### src/verilog/ssw_pkg.sv
// Purpose: shared constants and types for the supply supervisor block
// Assumes: 100 MHz clock, synchronous active-low reset
// Notes: cycle counts derive from the printed times and the clock rate
package ssw_pkg;
    localparam int unsigned CLK_KHZ = 100000;
    localparam int unsigned T_RST_TIMEOUT_MS = 200;
    localparam int unsigned T_WDT_MS = 1600;
    localparam int unsigned T_WRITE_CYCLE_MS = 5;
    localparam int unsigned RST_TIMEOUT_CYC = T_RST_TIMEOUT_MS * CLK_KHZ;
    localparam int unsigned WDT_CYC = T_WDT_MS * CLK_KHZ;
    localparam int unsigned WRITE_CYCLE_CYC = T_WRITE_CYCLE_MS * CLK_KHZ;
    localparam int unsigned BUS_MAX_KHZ = 400;
    localparam int CNT_W = 28;
    localparam int PAGE_BYTES = 16;
    localparam int PAGE_AW = 4;
    localparam int MEM_AW = 8;
    localparam int RELEASE_GUARD = 3;
    localparam logic [1:0] SYNC_RST_LOW = 2'h0;
    localparam logic [1:0] SYNC_RST_HIGH = 2'h3;

    typedef enum logic [1:0] {
        SUP_HOLD = 2'b00,
        SUP_TIMEOUT = 2'b01,
        SUP_RUN = 2'b10
    } ssw_sup_state_t;

    typedef enum logic [1:0] {
        WR_IDLE = 2'b00,
        WR_LOAD = 2'b01,
        WR_PROG = 2'b10
    } ssw_wr_state_t;

    typedef struct packed {
        logic vld;
        logic [7:0] data;
    } ssw_byte_t;

    typedef struct packed {
        logic we;
        logic [MEM_AW-1:0] addr;
        logic [7:0] data;
    } ssw_array_wr_t;
endpackage : ssw_pkg

### src/verilog/ssw_page_buf.sv
// Purpose: page write buffer storage
// Assumes: single clock, one write and one read port
// Notes: read data is registered, one cycle latency
`timescale 1ns/1ns
module ssw_page_buf
    import ssw_pkg::*;
(
    // clock
    input wire logic clk,
    // write port
    input wire logic we,
    input wire logic [PAGE_AW-1:0] waddr,
    input wire logic [7:0] wdata,
    // read port
    input wire logic [PAGE_AW-1:0] raddr,
    output logic [7:0] rdata
);
    logic [7:0] mem [PAGE_BYTES];

    always_ff @(posedge clk) begin
        if (we) begin
            mem[waddr] <= wdata;
        end
        rdata <= mem[raddr];
    end
endmodule : ssw_page_buf

### src/verilog/ssw_supervisor.sv
// Purpose: supply supervisor, watchdog, reset pin and write protection
// Assumes: comparator levels and pins are asynchronous; the two-wire
//          protocol engine sits on clk and hands over whole bytes
// Notes: counts above 4096 cycles are parameters to allow short sims
`timescale 1ns/1ns
module ssw_supervisor
    import ssw_pkg::*;
#(
    parameter bit DUAL_RESET = 1'b1,
    parameter bit HAS_WDT = 1'b0,
    parameter int unsigned P_RST_TIMEOUT_CYC = RST_TIMEOUT_CYC,
    parameter int unsigned P_WDT_CYC = WDT_CYC,
    parameter int unsigned P_WRITE_CYCLE_CYC = WRITE_CYCLE_CYC
) (
    // clock and reset
    input wire logic clk,
    input wire logic nrst,
    // analog comparators
    input wire logic vcc_below_th,
    input wire logic aux_below_ref,
    // reset pins
    input wire logic reset_n_pin_i,
    output logic reset_n_pin_o,
    output logic reset_n_pin_oe,
    output logic reset_hi_o,
    // watchdog
    input wire logic watchdog_kick_input,
    // auxiliary monitor open-drain output
    output logic aux_low_voltage_output_o,
    output logic aux_low_voltage_output_oe,
    // to and from two-wire protocol engine
    input wire logic wr_begin,
    input wire logic [MEM_AW-1:0] wr_addr,
    input wire ssw_byte_t wr_byte,
    input wire logic wr_stop,
    output logic bus_busy,
    output logic wr_blocked,
    // to memory array
    output ssw_array_wr_t array_wr
);
    // synchronisers: first stage read only by second
    logic [1:0] vcc_s_q, aux_s_q, pin_s_q, kick_s_q;
    logic kick_prev_q;

    always_ff @(posedge clk) begin
        if (!nrst) begin
            // assume supply low until proven otherwise
            vcc_s_q <= SYNC_RST_HIGH;
            aux_s_q <= SYNC_RST_HIGH;
            pin_s_q <= SYNC_RST_HIGH;
            kick_s_q <= SYNC_RST_LOW;
            kick_prev_q <= 1'b0;
        end else begin
            vcc_s_q <= {vcc_s_q[0], vcc_below_th};
            aux_s_q <= {aux_s_q[0], aux_below_ref};
            pin_s_q <= {pin_s_q[0], reset_n_pin_i};
            kick_s_q <= {kick_s_q[0], watchdog_kick_input};
            kick_prev_q <= kick_s_q[1];
        end
    end

    logic vcc_low, kick_edge;
    assign vcc_low = vcc_s_q[1];
    assign kick_edge = kick_s_q[1] ^ kick_prev_q;

    // supervisor state
    ssw_sup_state_t sup_q, sup_d;
    logic [CNT_W-1:0] tmo_q, tmo_d;
    logic [CNT_W-1:0] wdt_q, wdt_d;
    logic [1:0] guard_q, guard_d;
    logic manual, wdt_expire, rst_active;

    assign rst_active = (sup_q != SUP_RUN);
    // own drive reads back low for a few cycles after release
    assign manual = !pin_s_q[1] && !rst_active && (guard_q == 2'h0);
    assign wdt_expire = HAS_WDT && (sup_q == SUP_RUN)
        && !kick_edge && (wdt_q == CNT_W'(P_WDT_CYC - 1));

    always_comb begin
        sup_d = sup_q;
        tmo_d = tmo_q;
        wdt_d = wdt_q;
        guard_d = (guard_q != 2'h0) ? guard_q - 2'h1 : 2'h0;
        unique case (sup_q)
            SUP_HOLD: begin
                tmo_d = '0;
                if (!vcc_low) begin
                    sup_d = SUP_TIMEOUT;
                end
            end
            SUP_TIMEOUT: begin
                tmo_d = tmo_q + CNT_W'(1);
                if (tmo_q == CNT_W'(P_RST_TIMEOUT_CYC - 1)) begin
                    sup_d = SUP_RUN;
                    guard_d = 2'(RELEASE_GUARD);
                end
            end
            SUP_RUN: begin
                if (manual || wdt_expire) begin
                    sup_d = SUP_TIMEOUT;
                    tmo_d = '0;
                end
            end
        endcase
        if (vcc_low) begin
            sup_d = SUP_HOLD;
        end
        // count afresh from the release edge, not one ahead of it
        if (sup_q != SUP_RUN || sup_d != SUP_RUN || kick_edge) begin
            wdt_d = '0;
        end else begin
            wdt_d = wdt_q + CNT_W'(1);
        end
    end

    always_ff @(posedge clk) begin
        if (!nrst) begin
            sup_q <= SUP_HOLD;
            tmo_q <= '0;
            wdt_q <= '0;
            guard_q <= 2'h0;
        end else begin
            sup_q <= sup_d;
            tmo_q <= tmo_d;
            wdt_q <= wdt_d;
            guard_q <= guard_d;
        end
    end

    // pins
    assign reset_n_pin_o = 1'b0;
    assign reset_n_pin_oe = rst_active;
    assign reset_hi_o = DUAL_RESET ? rst_active : 1'b0;
    assign aux_low_voltage_output_o = 1'b0;
    assign aux_low_voltage_output_oe = aux_s_q[1];

    // page write path
    ssw_wr_state_t wr_q, wr_d;
    logic [MEM_AW-1:0] base_q, base_d;
    logic [PAGE_AW:0] cnt_q, cnt_d;
    logic [PAGE_AW:0] out_q, out_d;
    logic [CNT_W-1:0] prog_q, prog_d;
    logic rd_vld_q, rd_vld_d;
    logic [MEM_AW-1:0] rd_addr_q, rd_addr_d;
    logic buf_we;
    logic [PAGE_AW-1:0] buf_waddr, buf_raddr;
    logic [7:0] buf_rdata;
    logic [PAGE_AW-1:0] load_idx;

    assign wr_blocked = vcc_low;
    assign bus_busy = (wr_q == WR_PROG);
    assign load_idx = base_q[PAGE_AW-1:0] + cnt_q[PAGE_AW-1:0];
    // rollover inside the page, only the last 16 bytes survive
    assign buf_we = (wr_q == WR_LOAD) && wr_byte.vld && !vcc_low;
    assign buf_waddr = load_idx;
    assign buf_raddr = base_q[PAGE_AW-1:0] + out_q[PAGE_AW-1:0];

    always_comb begin
        wr_d = wr_q;
        base_d = base_q;
        cnt_d = cnt_q;
        out_d = out_q;
        prog_d = prog_q;
        rd_vld_d = 1'b0;
        rd_addr_d = rd_addr_q;
        unique case (wr_q)
            WR_IDLE: begin
                if (wr_begin && !vcc_low) begin
                    wr_d = WR_LOAD;
                    base_d = wr_addr;
                    cnt_d = '0;
                end
            end
            WR_LOAD: begin
                if (buf_we) begin
                    base_d = (cnt_q == (PAGE_AW+1)'(PAGE_BYTES))
                        ? {base_q[MEM_AW-1:PAGE_AW], load_idx + 4'h1}
                        : base_q;
                    if (cnt_q != (PAGE_AW+1)'(PAGE_BYTES)) begin
                        cnt_d = cnt_q + (PAGE_AW+1)'(1);
                    end
                end
                if (vcc_low) begin
                    wr_d = WR_IDLE;
                end else if (wr_stop) begin
                    wr_d = (cnt_q != '0) ? WR_PROG : WR_IDLE;
                    out_d = '0;
                    prog_d = '0;
                end
            end
            WR_PROG: begin
                prog_d = prog_q + CNT_W'(1);
                if (out_q != cnt_q && !vcc_low) begin
                    rd_vld_d = 1'b1;
                    rd_addr_d = {base_q[MEM_AW-1:PAGE_AW], buf_raddr};
                    out_d = out_q + (PAGE_AW+1)'(1);
                end
                if (prog_q == CNT_W'(P_WRITE_CYCLE_CYC - 1)) begin
                    wr_d = WR_IDLE;
                end
            end
            default: wr_d = WR_IDLE;
        endcase
    end

    always_ff @(posedge clk) begin
        if (!nrst) begin
            wr_q <= WR_IDLE;
            base_q <= '0;
            cnt_q <= '0;
            out_q <= '0;
            prog_q <= '0;
            rd_vld_q <= 1'b0;
            rd_addr_q <= '0;
        end else begin
            wr_q <= wr_d;
            base_q <= base_d;
            cnt_q <= cnt_d;
            out_q <= out_d;
            prog_q <= prog_d;
            rd_vld_q <= rd_vld_d;
            rd_addr_q <= rd_addr_d;
        end
    end

    // array write address and data come straight from registers; we is rd_vld_q gated by vcc_low
    always_comb begin
        array_wr.we = rd_vld_q && !vcc_low;
        array_wr.addr = rd_addr_q;
        array_wr.data = buf_rdata;
    end

    ssw_page_buf u_buf (
        .clk(clk),
        .we(buf_we),
        .waddr(buf_waddr),
        .wdata(wr_byte.data),
        .raddr(buf_raddr),
        .rdata(buf_rdata)
    );
endmodule : ssw_supervisor
### config.mk
export PLATFORM = sky130hd
export DESIGN_NAME = ssw_supervisor
export DESIGN_NICKNAME = d
export VERILOG_FILES = /design/src/verilog/ssw_pkg.sv /design/src/verilog/ssw_page_buf.sv /design/src/verilog/ssw_supervisor.sv
export SDC_FILE = /design/constraint.sdc
export NUM_CORES = 1
export LEC_CHECK = 0
export ABC_AREA = 0
export BUFFER_PORTS_ARGS = -buffer_cell sky130_fd_sc_hd__buf_2
export CELL_PAD_IN_SITES_DETAIL_PLACEMENT = 1
export CELL_PAD_IN_SITES_GLOBAL_PLACEMENT = 1
export CORE_MARGIN = 1.5
export CORE_UTILIZATION = 30
export CTS_CLUSTER_SIZE = 25
export DETAILED_ROUTE_END_ITERATION = 6
export GPL_TIMING_DRIVEN = 0
export MAX_ROUTING_LAYER = met4
export PLACE_DENSITY_LB_ADDON = 0.3
export SETUP_SLACK_MARGIN = 0.2
export SYNTH_ARGS = -nofsm -noshare
export SYNTH_HDL_FRONTEND = slang
export SYNTH_HIERARCHICAL = 1
export SYNTH_SLANG_ARGS = --single-unit
### constraint.sdc
create_clock -name clk -period 3.9 [get_ports clk]
set_input_delay 0.39 -clock clk [delete_from_list [all_inputs] [get_ports clk]]
set_output_delay 0.39 -clock clk [all_outputs]
set_load 0.1 [all_outputs]
# Word level (Yosys, flattened, before mapping)
# Memories as Yosys holds them, arrays and structs flattened. A register that Yosys moved wholly into a read port is not among the register bits.
# Cells that the tools add are included.
# Widths: inputs -> output; s select.
totals:
  input_bits: 25
  reg_bits: 95
  ramBits: 128
  out_inout_bits: 24
  wordCells: 105
  memories: 1
op_classes:
  addsub: 8
  mux: 32
  reduce_logical: 27
  n_eq_ne: 21
  n_bitwise: 2
mem_list:
  columns: ["memory", "words", "word_bits", "read_ports", "rd_ports_with_merged_regs", "wr", "line_no", "source"]
  rows:
  - ["u_buf.mem", 16, 8, 1, 1, 1, "ssw_page_buf.sv:18", "logic [7:0] mem [PAGE_BYTES];"]
ops:
  columns: ["operator", "count"]
  rows:
  - ["$mux 28", 3]
  - ["$pmux 28 s3", 1]
  - ["$add 28x1->28 const B", 2]
  - ["$pmux 28 s2", 1]
  - ["$mux 5", 6]
  - ["$eq 28x19->1 const B", 1]
  - ["$eq 28x25->1 const B", 1]
  - ["$mux 2", 10]
  - ["$pmux 5 s2", 2]
  - ["$pmux 8 s2", 1]
  - ["$ne 2x2->1 const B", 7]
  - ["$pmux 2 s3", 2]
  - ["$reduce_and 4->1", 3]
  - ["$add 5x1->5 const B", 2]
  - ["$reduce_and 3->1", 3]
  - ["$add 4x4->4", 2]
  - ["$mux 4", 2]
  - ["$mux 8", 1]
  - ["$ne 2x1->1 const B", 4]
  - ["$logic_and 1x1->1", 7]
  - ["$logic_not 2->1", 3]
  - ["$reduce_and 2->1", 3]
  - ["$reduce_bool 2->1", 3]
  - ["$eq 5x5->1 const B", 1]
  - ["other kinds (12)", 19]

# Depth between registers and ports, before layout
# Gate-level depths: netlist of run 1.
depth:
  depth_word: 6
  depth_mapped: 8

# Cells and area by module
# Netlist of run 1, hierarchy kept.
by_module_without_submodules:
  columns: ["mod", "n_inst", "seq_area_each_um2", "area_each_um2", "cells_per_inst"]
  rows:
  - ["ssw_page_buf", 1, 4003.8, 5147.4, 229]
  - ["ssw_supervisor", 1, 1901.8, 4719.5, 565]

# Worst setup path after synthesis of run 1
# Ideal clock, no wire load.
synth_path:
  path_type: "reg-to-reg"
  from: "reg vcc_s_q[1]"
  to: "mem u_buf.mem[0][0] (enable)"
  arrival_ns: 2.419
  t_required_ns: 3.517
  path_buffers: 1
  setup_ns: 0.383
  setup_slack_ns: 1.098
  synth_period_minus_slack_ns: 2.802
  stages_incl_launch_ff: 5
  path_cell_list: "dfxtp_1 -> clkbuf_1 -> nor3b_1 -> or3b_2 -> nor3_1"
synth_via:
  elab_chain_len: 4
synth_lines:
  columns: ["item", "line_no", "source"]
  rows:
  - ["start, declared", "ssw_supervisor.sv:42", "logic [1:0] vcc_s_q, aux_s_q, pin_s_q, kick_s_q;"]
  - ["start signal, assigned", "ssw_supervisor.sv:54", "vcc_s_q <= {vcc_s_q[0], vcc_below_th};"]
  - ["$logic_not 1->1", "ssw_supervisor.sv:154", "assign buf_we = (wr_q == WR_LOAD) && wr_byte.vld && !vcc_low;"]
  - ["$logic_and 1x1->1", "ssw_supervisor.sv:154", null]
  - ["net buf_we", "ssw_supervisor.sv:145", "logic buf_we;"]
  - ["$mux 1", "ssw_page_buf.sv:21", "if (we) begin"]
  - ["$mux 1 (not written as such)", "ssw_page_buf.sv:22", "mem[waddr] <= wdata;"]
  - ["end, declared", "ssw_page_buf.sv:18", null]
# The timed path passes the listed nets, and every way through them passes these cells.

# Worst setup path after layout of run 1
layout_path:
  from: "reg wr_q[0]"
  to: "mem u_buf.mem[4][5] (enable)"
layout_via:
  elab_chain_len: 5
layout_lines:
  columns: ["item", "line_no", "source"]
  rows:
  - ["start, declared", "ssw_supervisor.sv:138", "ssw_wr_state_t wr_q, wr_d;"]
  - ["start signal, assigned", "ssw_supervisor.sv:216", "wr_q <= wr_d;"]
  - ["$eq 2x1->1", "ssw_supervisor.sv:154", null]
  - ["$logic_and 1x1->1 (2 in series)", "ssw_supervisor.sv:154", null]
  - ["net buf_we", "ssw_supervisor.sv:145", null]
  - ["$mux 1", "ssw_page_buf.sv:21", null]
  - ["$mux 1 (not written as such)", "ssw_page_buf.sv:22", null]
# The timed path passes the listed nets, and every way through them passes these cells.

==> results of run 1 <==
==> power by group through the flow <==
stage | combinational, mW | sequential [mW] | clock (mW)
2_1_floorplan | 0.0921 | 2.70 | 0
3_3_place_gp | 0.229 | 2.64 | 0
3_5_place_dp | 0.232 | 2.64 | 0
4_1_cts | 0.232 | 2.58 | 2.51
5_1_grt | 0.247 | 2.58 | 2.58
6_report | 0.229 | 2.58 | 2.43
==> kinds of logic after synthesis <==
kind of cell             synth area share (%)
AO/OA/AOI/OAI                            7.47
XOR/XNOR                                 3.64
adder cells (fa/ha/maj)                  1.93
buffers and inverters                    2.84
flip-flops                               59.9
multiplexers                             8.55
other                                  0.0380
AND/OR/NAND/NOR                          15.7
==> state kept, by name, indices dropped and copies added, names as in the netlist, 5 cells and up <==
signal	flops
base_q	8
cnt_q	5
out_q	5
prog_q	28
rd_addr_q	8
tmo_q	28
u_buf/mem	128
u_buf/rdata	8
==> how the worst max path moves through the flow <==
stage / startpoint / endpoint / slack, ns
after floorplan: vcc_s_q[1] / u_buf/mem[0][0] / 1.10
after global placement: wr_q[0] / u_buf/mem[0][1] / 0.45
after detailed placement: cnt_q[0] / u_buf/mem[12][3] / 0.60
after CTS: cnt_q[0] / u_buf/mem[12][2] / 0.59
after global routing: wr_q[0] / u_buf/mem[4][3] / 0.57
final: wr_q[0] / u_buf/mem[4][5] / 0.82
==> routing by layer <==
metal	GRT usage, %	share of wire, %	routed length (um)	up-vias
li1	-	-	-	3135
met3	2.33	4.0	941	33
met1	19.8	48	11300	3253
met4	3.48	1.9	443	0
met2	23.3	47	11000	104
met5	-	0	0	-
==> final cells by class <==
cell class                      instances  area (sq um)
Fill cell                            3503         20900
Sequential cell                       231          5910
Multi-Input combinational cell        508          3690
Clock buffer                           32           746
Tap cell                              442           553
Timing Repair Buffer                   47           235
Buffer                                 39           216
Clock inverter                         17           115
Inverter                               17          63.8
==> layout by cell type, fill, tap and decap left out, drive strengths merged, types with 18 or more instances in the layout <==
master and count:
a21oi 33, buf 62, clkbuf 53, dfxtp 103, edfxtp 128, inv 18
mux4 32, nand2 64, nand3 40, nand4 29, nor2 81, nor3 18
o21ai 23, xor2 35
==> impl_metrics.env, run 1 <==
export IMPL_min_delay_start="vcc_below_th"
export IMPL_layout_nets=910
export IMPL_fraction_of_post_synthesis_cell_area_in_the_top_cell_type_by_area_pct=39.0
export IMPL_yosys_cell_types_count=64
export IMPL_cp_end_kind="flip-flop"
export IMPL_synth_top_area_cell="sky130_fd_sc_hd__edfxtp_1"
export IMPL_setup_viol_count_final=0
export IMPL_ctsHtreeMaxLevel=1
export IMPL_dpl_cell_area_sq_um=10700
export IMPL_numPlacedInstances=1284
export IMPL_grt_first_pass_wirelength_um=37800
export IMPL_power_combinational_fraction_pct=4.4
export IMPL_worst_ep_required_time_ns=4.04
export IMPL_asyncSetResetFlopFracSynth_pct=0
export IMPL_synth_seq_area_share_pct=59.9
export IMPL_post_synth_main_area_contributors="sky130_fd_sc_hd__edfxtp_1, sky130_fd_sc_hd__dfxtp_1, sky130_fd_sc_hd__mux4_2"
export IMPL_worst_slew_pin_transition_ns=1.20
export IMPL_start_util_pct=30.4
export IMPL_critical_path_peak_fanout=10
export IMPL_critPathKind="reg2reg"
export IMPL_seq_power_share_pct=49.3
export IMPL_r2r_end="u_buf/mem[4][5]"
export IMPL_final_non_filler_cells=1333
export IMPL_clock_sinks=231
export IMPL_clk_latency_ns=0.53
export IMPL_vias_per_cell=4.89
export IMPL_clock_path_buffers=3
export IMPL_drt_first_iter_violations=327
export IMPL_floorplan_rows=66
export IMPL_syn_area_sq_um=9870
export IMPL_post_cts_setup_buffer_count=0
export IMPL_power_per_cell_area_nw_per_um2=454
export IMPL_timing_critical_path_arrival_ns=3.22
export IMPL_antenna_cells_inserted=0
export IMPL_max_stage_delay_ns=0.98
export IMPL_reg2reg_slack_ns=0.82
export IMPL_globalRouteOverflowTotal=0
export IMPL_post_route_cells_drive_above_1_share_pct=15.9
export IMPL_cts_root_buf="sky130_fd_sc_hd__clkbuf_16"
export IMPL_cts_hold_buffers_added=0
export IMPL_detail_route_first_pass_iterations=4
export IMPL_synthesis_yosys_warnings=6
export IMPL_cp_num_buf_inv=2
export IMPL_route_detailed_drc=0
export IMPL_largest_net_degree_at_the_start_of_global_routing=17
export IMPL_post_route_period_util_pct=79.0
export IMPL_worst_ir_drop_vdd_uv=328
export IMPL_max_cap_violations=0
export IMPL_clk_pin_slew_ns=0.06
export IMPL_post_synth_cell_area_avg_sq_um=12.4
export IMPL_portBuffers=45
export IMPL_gpl_final_weighted_congestion=0.756
export IMPL_finalWorstPathRequiredPeriod_ns=3.08
export IMPL_min_delay_path_depth=2
export IMPL_status="completed"
export IMPL_design_power_total_mw=5.24
export IMPL_drt_total_wl_um=23700
export IMPL_maxSlewViolCount=0
export IMPL_pwr_share_clk_pct=46.3
export IMPL_postLayoutSetupSlackWorst_ns=0.818
export IMPL_first_global_vias=6632
export IMPL_detailedPlacementHpwl_um=16100
export IMPL_routedWlPerCell_um=17.8
export IMPL_placeableCoreArea_sq_um=32500
export IMPL_power_switching_share_pct=22.5
export IMPL_tritoncts_clock_tree="yes"
export IMPL_rsz0062_at_grt="no"
export IMPL_finish_utilization_pct=35.5
export IMPL_final_hold_worst_slack_ns=0.0442
export IMPL_synth_enable_flop_cells=128
export IMPL_grt_antenna_before_repair=0
export IMPL_flow_area_growth_from_synthesis_pct=16.9
export IMPL_die_w_um=184
export IMPL_clock_skew_final_ns=0.00970
export IMPL_floorplan_io_pins=49
export IMPL_setup_total_negative_slack_ns=0
export IMPL_postSynthRegisterBits=231
export IMPL_crit_cells=6
export IMPL_die_area_sq_um=34000
export IMPL_route_vias_total=6525
export IMPL_holdCritPathClass="in2reg"
export IMPL_grt_total_usage_pct=14.7
export IMPL_commonest_cells_in_the_synthesized_netlist="sky130_fd_sc_hd__edfxtp_1, sky130_fd_sc_hd__dfxtp_1, sky130_fd_sc_hd__nor2_1"
export IMPL_synth_top_flop_cell="sky130_fd_sc_hd__edfxtp_1"
export IMPL_dpl_worst_slack_ns=0.600
export IMPL_syn_instance_count=794
export IMPL_power_internal_mw=4.06
export IMPL_cts_repair_resized=0
export IMPL_clock_fmax_ghz=0.324
export IMPL_critical_path_reg2reg_startpoint="wr_q[0]"
export IMPL_route_antenna_remaining_nets=0
export IMPL_die_y_um=184
export IMPL_total_leakage_power_nw=3.99
export IMPL_min_to="vcc_s_q[0]"
export IMPL_finalHoldViolCount=0
export IMPL_cpLargestDelayFamily="simple AND/OR/NAND/NOR gates"
export IMPL_p_switching_mw=1.18
export IMPL_yosysMostFrequentCell="sky130_fd_sc_hd__edfxtp_1"
export IMPL_postLayoutCellArea_sq_um=11500
export IMPL_slew_headroom_pct=19.4
export IMPL_timing_critical_path_slowest_stage_cell="sky130_fd_sc_hd__nor3_1"
export IMPL_r2r_worst_path_cells=6
export IMPL_critical_path_cell_chain="buf_4, nand2b_1, clkbuf_1, nor3b_1, nand3b_1, nor3_1"
export IMPL_cts_inserted_buffers=27
export IMPL_critical_path_startpoint_type="flip-flop"
Power figures use the tool's default switching activity.
==> run 2, diff against run 1 <==
==> constraint.sdc (replaced) <==
create_clock -name clk -period 3 [get_ports clk]
set_input_delay 0.3 -clock clk [delete_from_list [all_inputs] [get_ports clk]]
set_output_delay 0.3 -clock clk [all_outputs]
set_load 0.1 [all_outputs]
==> run 2 against run 1 <==
Critical path depth did not move; non-clock buffer count rose by 6; wire length rose by 0.69%; via count rose by 0.74%; register-to-register slack got worse by 0.47 ns; core utilization rose by 0.42 points; power rose by 28%; cell count rose by 0.45%; worst setup slack got worse by 0.47 ns; final area rose by 1.2%; critical endpoint is now u_buf/mem[2][2]; sequential share of layout area fell by 0.59 points; clock skew fell by 0.0025 ns.
==> impl_metrics.env, run 2 (synthesized netlist as in run 1, its figures left out) <==
export IMPL_grt_antenna_before_repair=0
export IMPL_die_y_um=184
export IMPL_slew_headroom_pct=36.3
export IMPL_power_switching_share_pct=22.7
export IMPL_globalRouteOverflowTotal=0
export IMPL_min_delay_path_depth=3
export IMPL_setup_total_negative_slack_ns=0
export IMPL_postLayoutSetupSlackWorst_ns=0.344
export IMPL_largest_register="u_buf/mem"
export IMPL_setup_viol_count_final=0
export IMPL_clk_latency_ns=0.54
export IMPL_holdCritPathClass="in2reg"
export IMPL_cts_root_buf="sky130_fd_sc_hd__clkbuf_16"
export IMPL_maxSlewViolCount=0
export IMPL_status="completed"
export IMPL_finalHoldViolCount=0
export IMPL_dpl_worst_slack_ns=-0.322
export IMPL_placeableCoreArea_sq_um=32500
export IMPL_largest_register_ff_count=128
export IMPL_antenna_cells_inserted=0
export IMPL_layout_nets=916
export IMPL_tritoncts_clock_tree="yes"
export IMPL_most_common_layout_cells="sky130_fd_sc_hd__edfxtp_1, sky130_fd_sc_hd__dfxtp_1, sky130_fd_sc_hd__nor2_1"
export IMPL_clock_skew_final_ns=0.00724
export IMPL_grt_first_pass_wirelength_um=37800
export IMPL_portBuffers=45
export IMPL_detail_route_first_pass_iterations=5
export IMPL_route_detailed_drc=0
export IMPL_worst_ir_drop_vdd_uv=380
export IMPL_seq_power_share_pct=49.9
export IMPL_post_route_period_util_pct=88.5
export IMPL_vias_per_cell=4.91
export IMPL_rsz0062_at_grt="no"
export IMPL_cp_end_kind="flip-flop"
export IMPL_worst_ep_required_time_ns=3.18
export IMPL_critPathKind="reg2reg"
export IMPL_final_hold_worst_slack_ns=0.0517
export IMPL_clock_sinks=231
export IMPL_layout_commonest_cell="sky130_fd_sc_hd__edfxtp_1"
export IMPL_flow_area_growth_from_synthesis_pct=18.2
export IMPL_power_internal_mw=5.21
export IMPL_top_regs="u_buf/mem: 128 flops, prog_q: 28 flops, tmo_q: 28 flops"
export IMPL_grt_total_usage_pct=14.8
export IMPL_critical_path_startpoint_type="flip-flop"
export IMPL_start_util_pct=30.4
export IMPL_die_w_um=184
export IMPL_p_switching_mw=1.53
export IMPL_routedWlPerCell_um=17.8
export IMPL_finish_utilization_pct=36.0
export IMPL_clock_path_buffers=3
export IMPL_route_vias_total=6573
export IMPL_floorplan_rows=66
export IMPL_drt_total_wl_um=23900
export IMPL_die_area_sq_um=34000
export IMPL_power_combinational_fraction_pct=4.6
export IMPL_ctsHtreeMaxLevel=1
export IMPL_critical_path_peak_fanout=8
export IMPL_detailedPlacementHpwl_um=16000
export IMPL_first_global_vias=6598
export IMPL_clock_fmax_ghz=0.376
export IMPL_gpl_final_weighted_congestion=0.769
export IMPL_total_leakage_power_nw=3.98
export IMPL_power_per_cell_area_nw_per_um2=577
export IMPL_clk_pin_slew_ns=0.06
export IMPL_route_antenna_remaining_nets=0
export IMPL_timing_critical_path_arrival_ns=2.83
export IMPL_post_route_cells_drive_above_1_share_pct=16.8
export IMPL_worst_slew_pin_transition_ns=0.946
export IMPL_floorplan_io_pins=49
export IMPL_finalWorstPathRequiredPeriod_ns=2.66
export IMPL_largest_net_degree_at_the_start_of_global_routing=17
export IMPL_max_cap_violations=0
export IMPL_pwr_share_clk_pct=45.5
export IMPL_cts_inserted_buffers=27
export IMPL_drt_first_iter_violations=322
export IMPL_reg2reg_slack_ns=0.34
export IMPL_r2r_worst_path_cells=6
-- run 2: changes by cell type in the layout (fill, tap and decap cells not counted), moves of 2 or more --
cell / delta
sky130_fd_sc_hd__nor3_1: -2
sky130_fd_sc_hd__clkbuf_1: +8
sky130_fd_sc_hd__clkinvlp_4: -2
sky130_fd_sc_hd__nor3_4: +4
sky130_fd_sc_hd__nor2_4: +4
sky130_fd_sc_hd__clkbuf_8: -2
sky130_fd_sc_hd__clkinv_2: -4
sky130_fd_sc_hd__buf_2: -3
sky130_fd_sc_hd__nor3_2: -2
sky130_fd_sc_hd__nor2_1: -12
sky130_fd_sc_hd__nor2_2: +8
sky130_fd_sc_hd__dlygate4sd3_1: +7
-- run 2: power by group through the flow --
stage	Sequential, mW	Combinational (mW)	Clock [mW]
CTS	3.36	0.312	3.17
global route	3.36	0.332	3.31
detailed placement	3.43	0.303	0
floorplan	3.50	0.120	0
global placement	3.43	0.299	0
finish	3.36	0.310	3.06
-- run 2: stage by stage --
step	cells	area (sq um)	power, mW
after floorplan	795	9880	3.62
after global placement	1282	10700	3.73
after detailed placement	1282	10700	3.73
after CTS	1338	11600	6.85
after global routing	1339	11700	7.00
final	1339	11700	6.73
-- run 2: final cells by class --
| class | count | area [sq um] |
|---|---|---|
| well taps | 442 | 553 |
| plain buffers | 39 | 219 |
| clock inverters | 12 | 91.3 |
| clock buffers | 37 | 723 |
| multi-input cells | 508 | 3790 |
| fillers | 3530 | 20800 |
| repair buffers | 53 | 315 |
| inverters | 17 | 63.8 |
| flip-flops and latches | 231 | 5910 |
-- run 2: path summary, 6_finish.rpt --
kind | from | endpoint
max | base_q[1] | u_buf/mem[2][2]
max reg2reg | base_q[1] | u_buf/mem[2][2]
min | wr_addr[3] | base_q[3]
min reg2reg | aux_s_q[0] | aux_s_q[1]
-- run 2: per-layer routing --
| layer | vias to the layer above | routed length, um | GRT usage [%] |
|---|---|---|---|
| li1 | 3153 | - | - |
| met4 | 0 | 539 | 4.00 |
| met2 | 121 | 11100 | 23.4 |
| met1 | 3263 | 11400 | 19.8 |
| met3 | 36 | 828 | 2.21 |
| met5 | - | 0 | - |
-- run 2: timing repair --
action	CTS	global route
endpoints found under the hold margin	7	0
hold buffers	7	0
gates resized for setup	10	18
pin swaps	0	1
endpoints found under the setup margin	79	114
setup buffers	0	1
-- run 2: worst max-delay path, cell delays in order (launching register included) --
cell                      delay (ns)
sky130_fd_sc_hd__dfxtp_1        0.44
sky130_fd_sc_hd__ha_1           0.27
sky130_fd_sc_hd__a21o_1         0.18
sky130_fd_sc_hd__a21oi_1        0.17
sky130_fd_sc_hd__xnor2_1        0.17
sky130_fd_sc_hd__or3b_2         0.58
sky130_fd_sc_hd__nor2_2         0.48
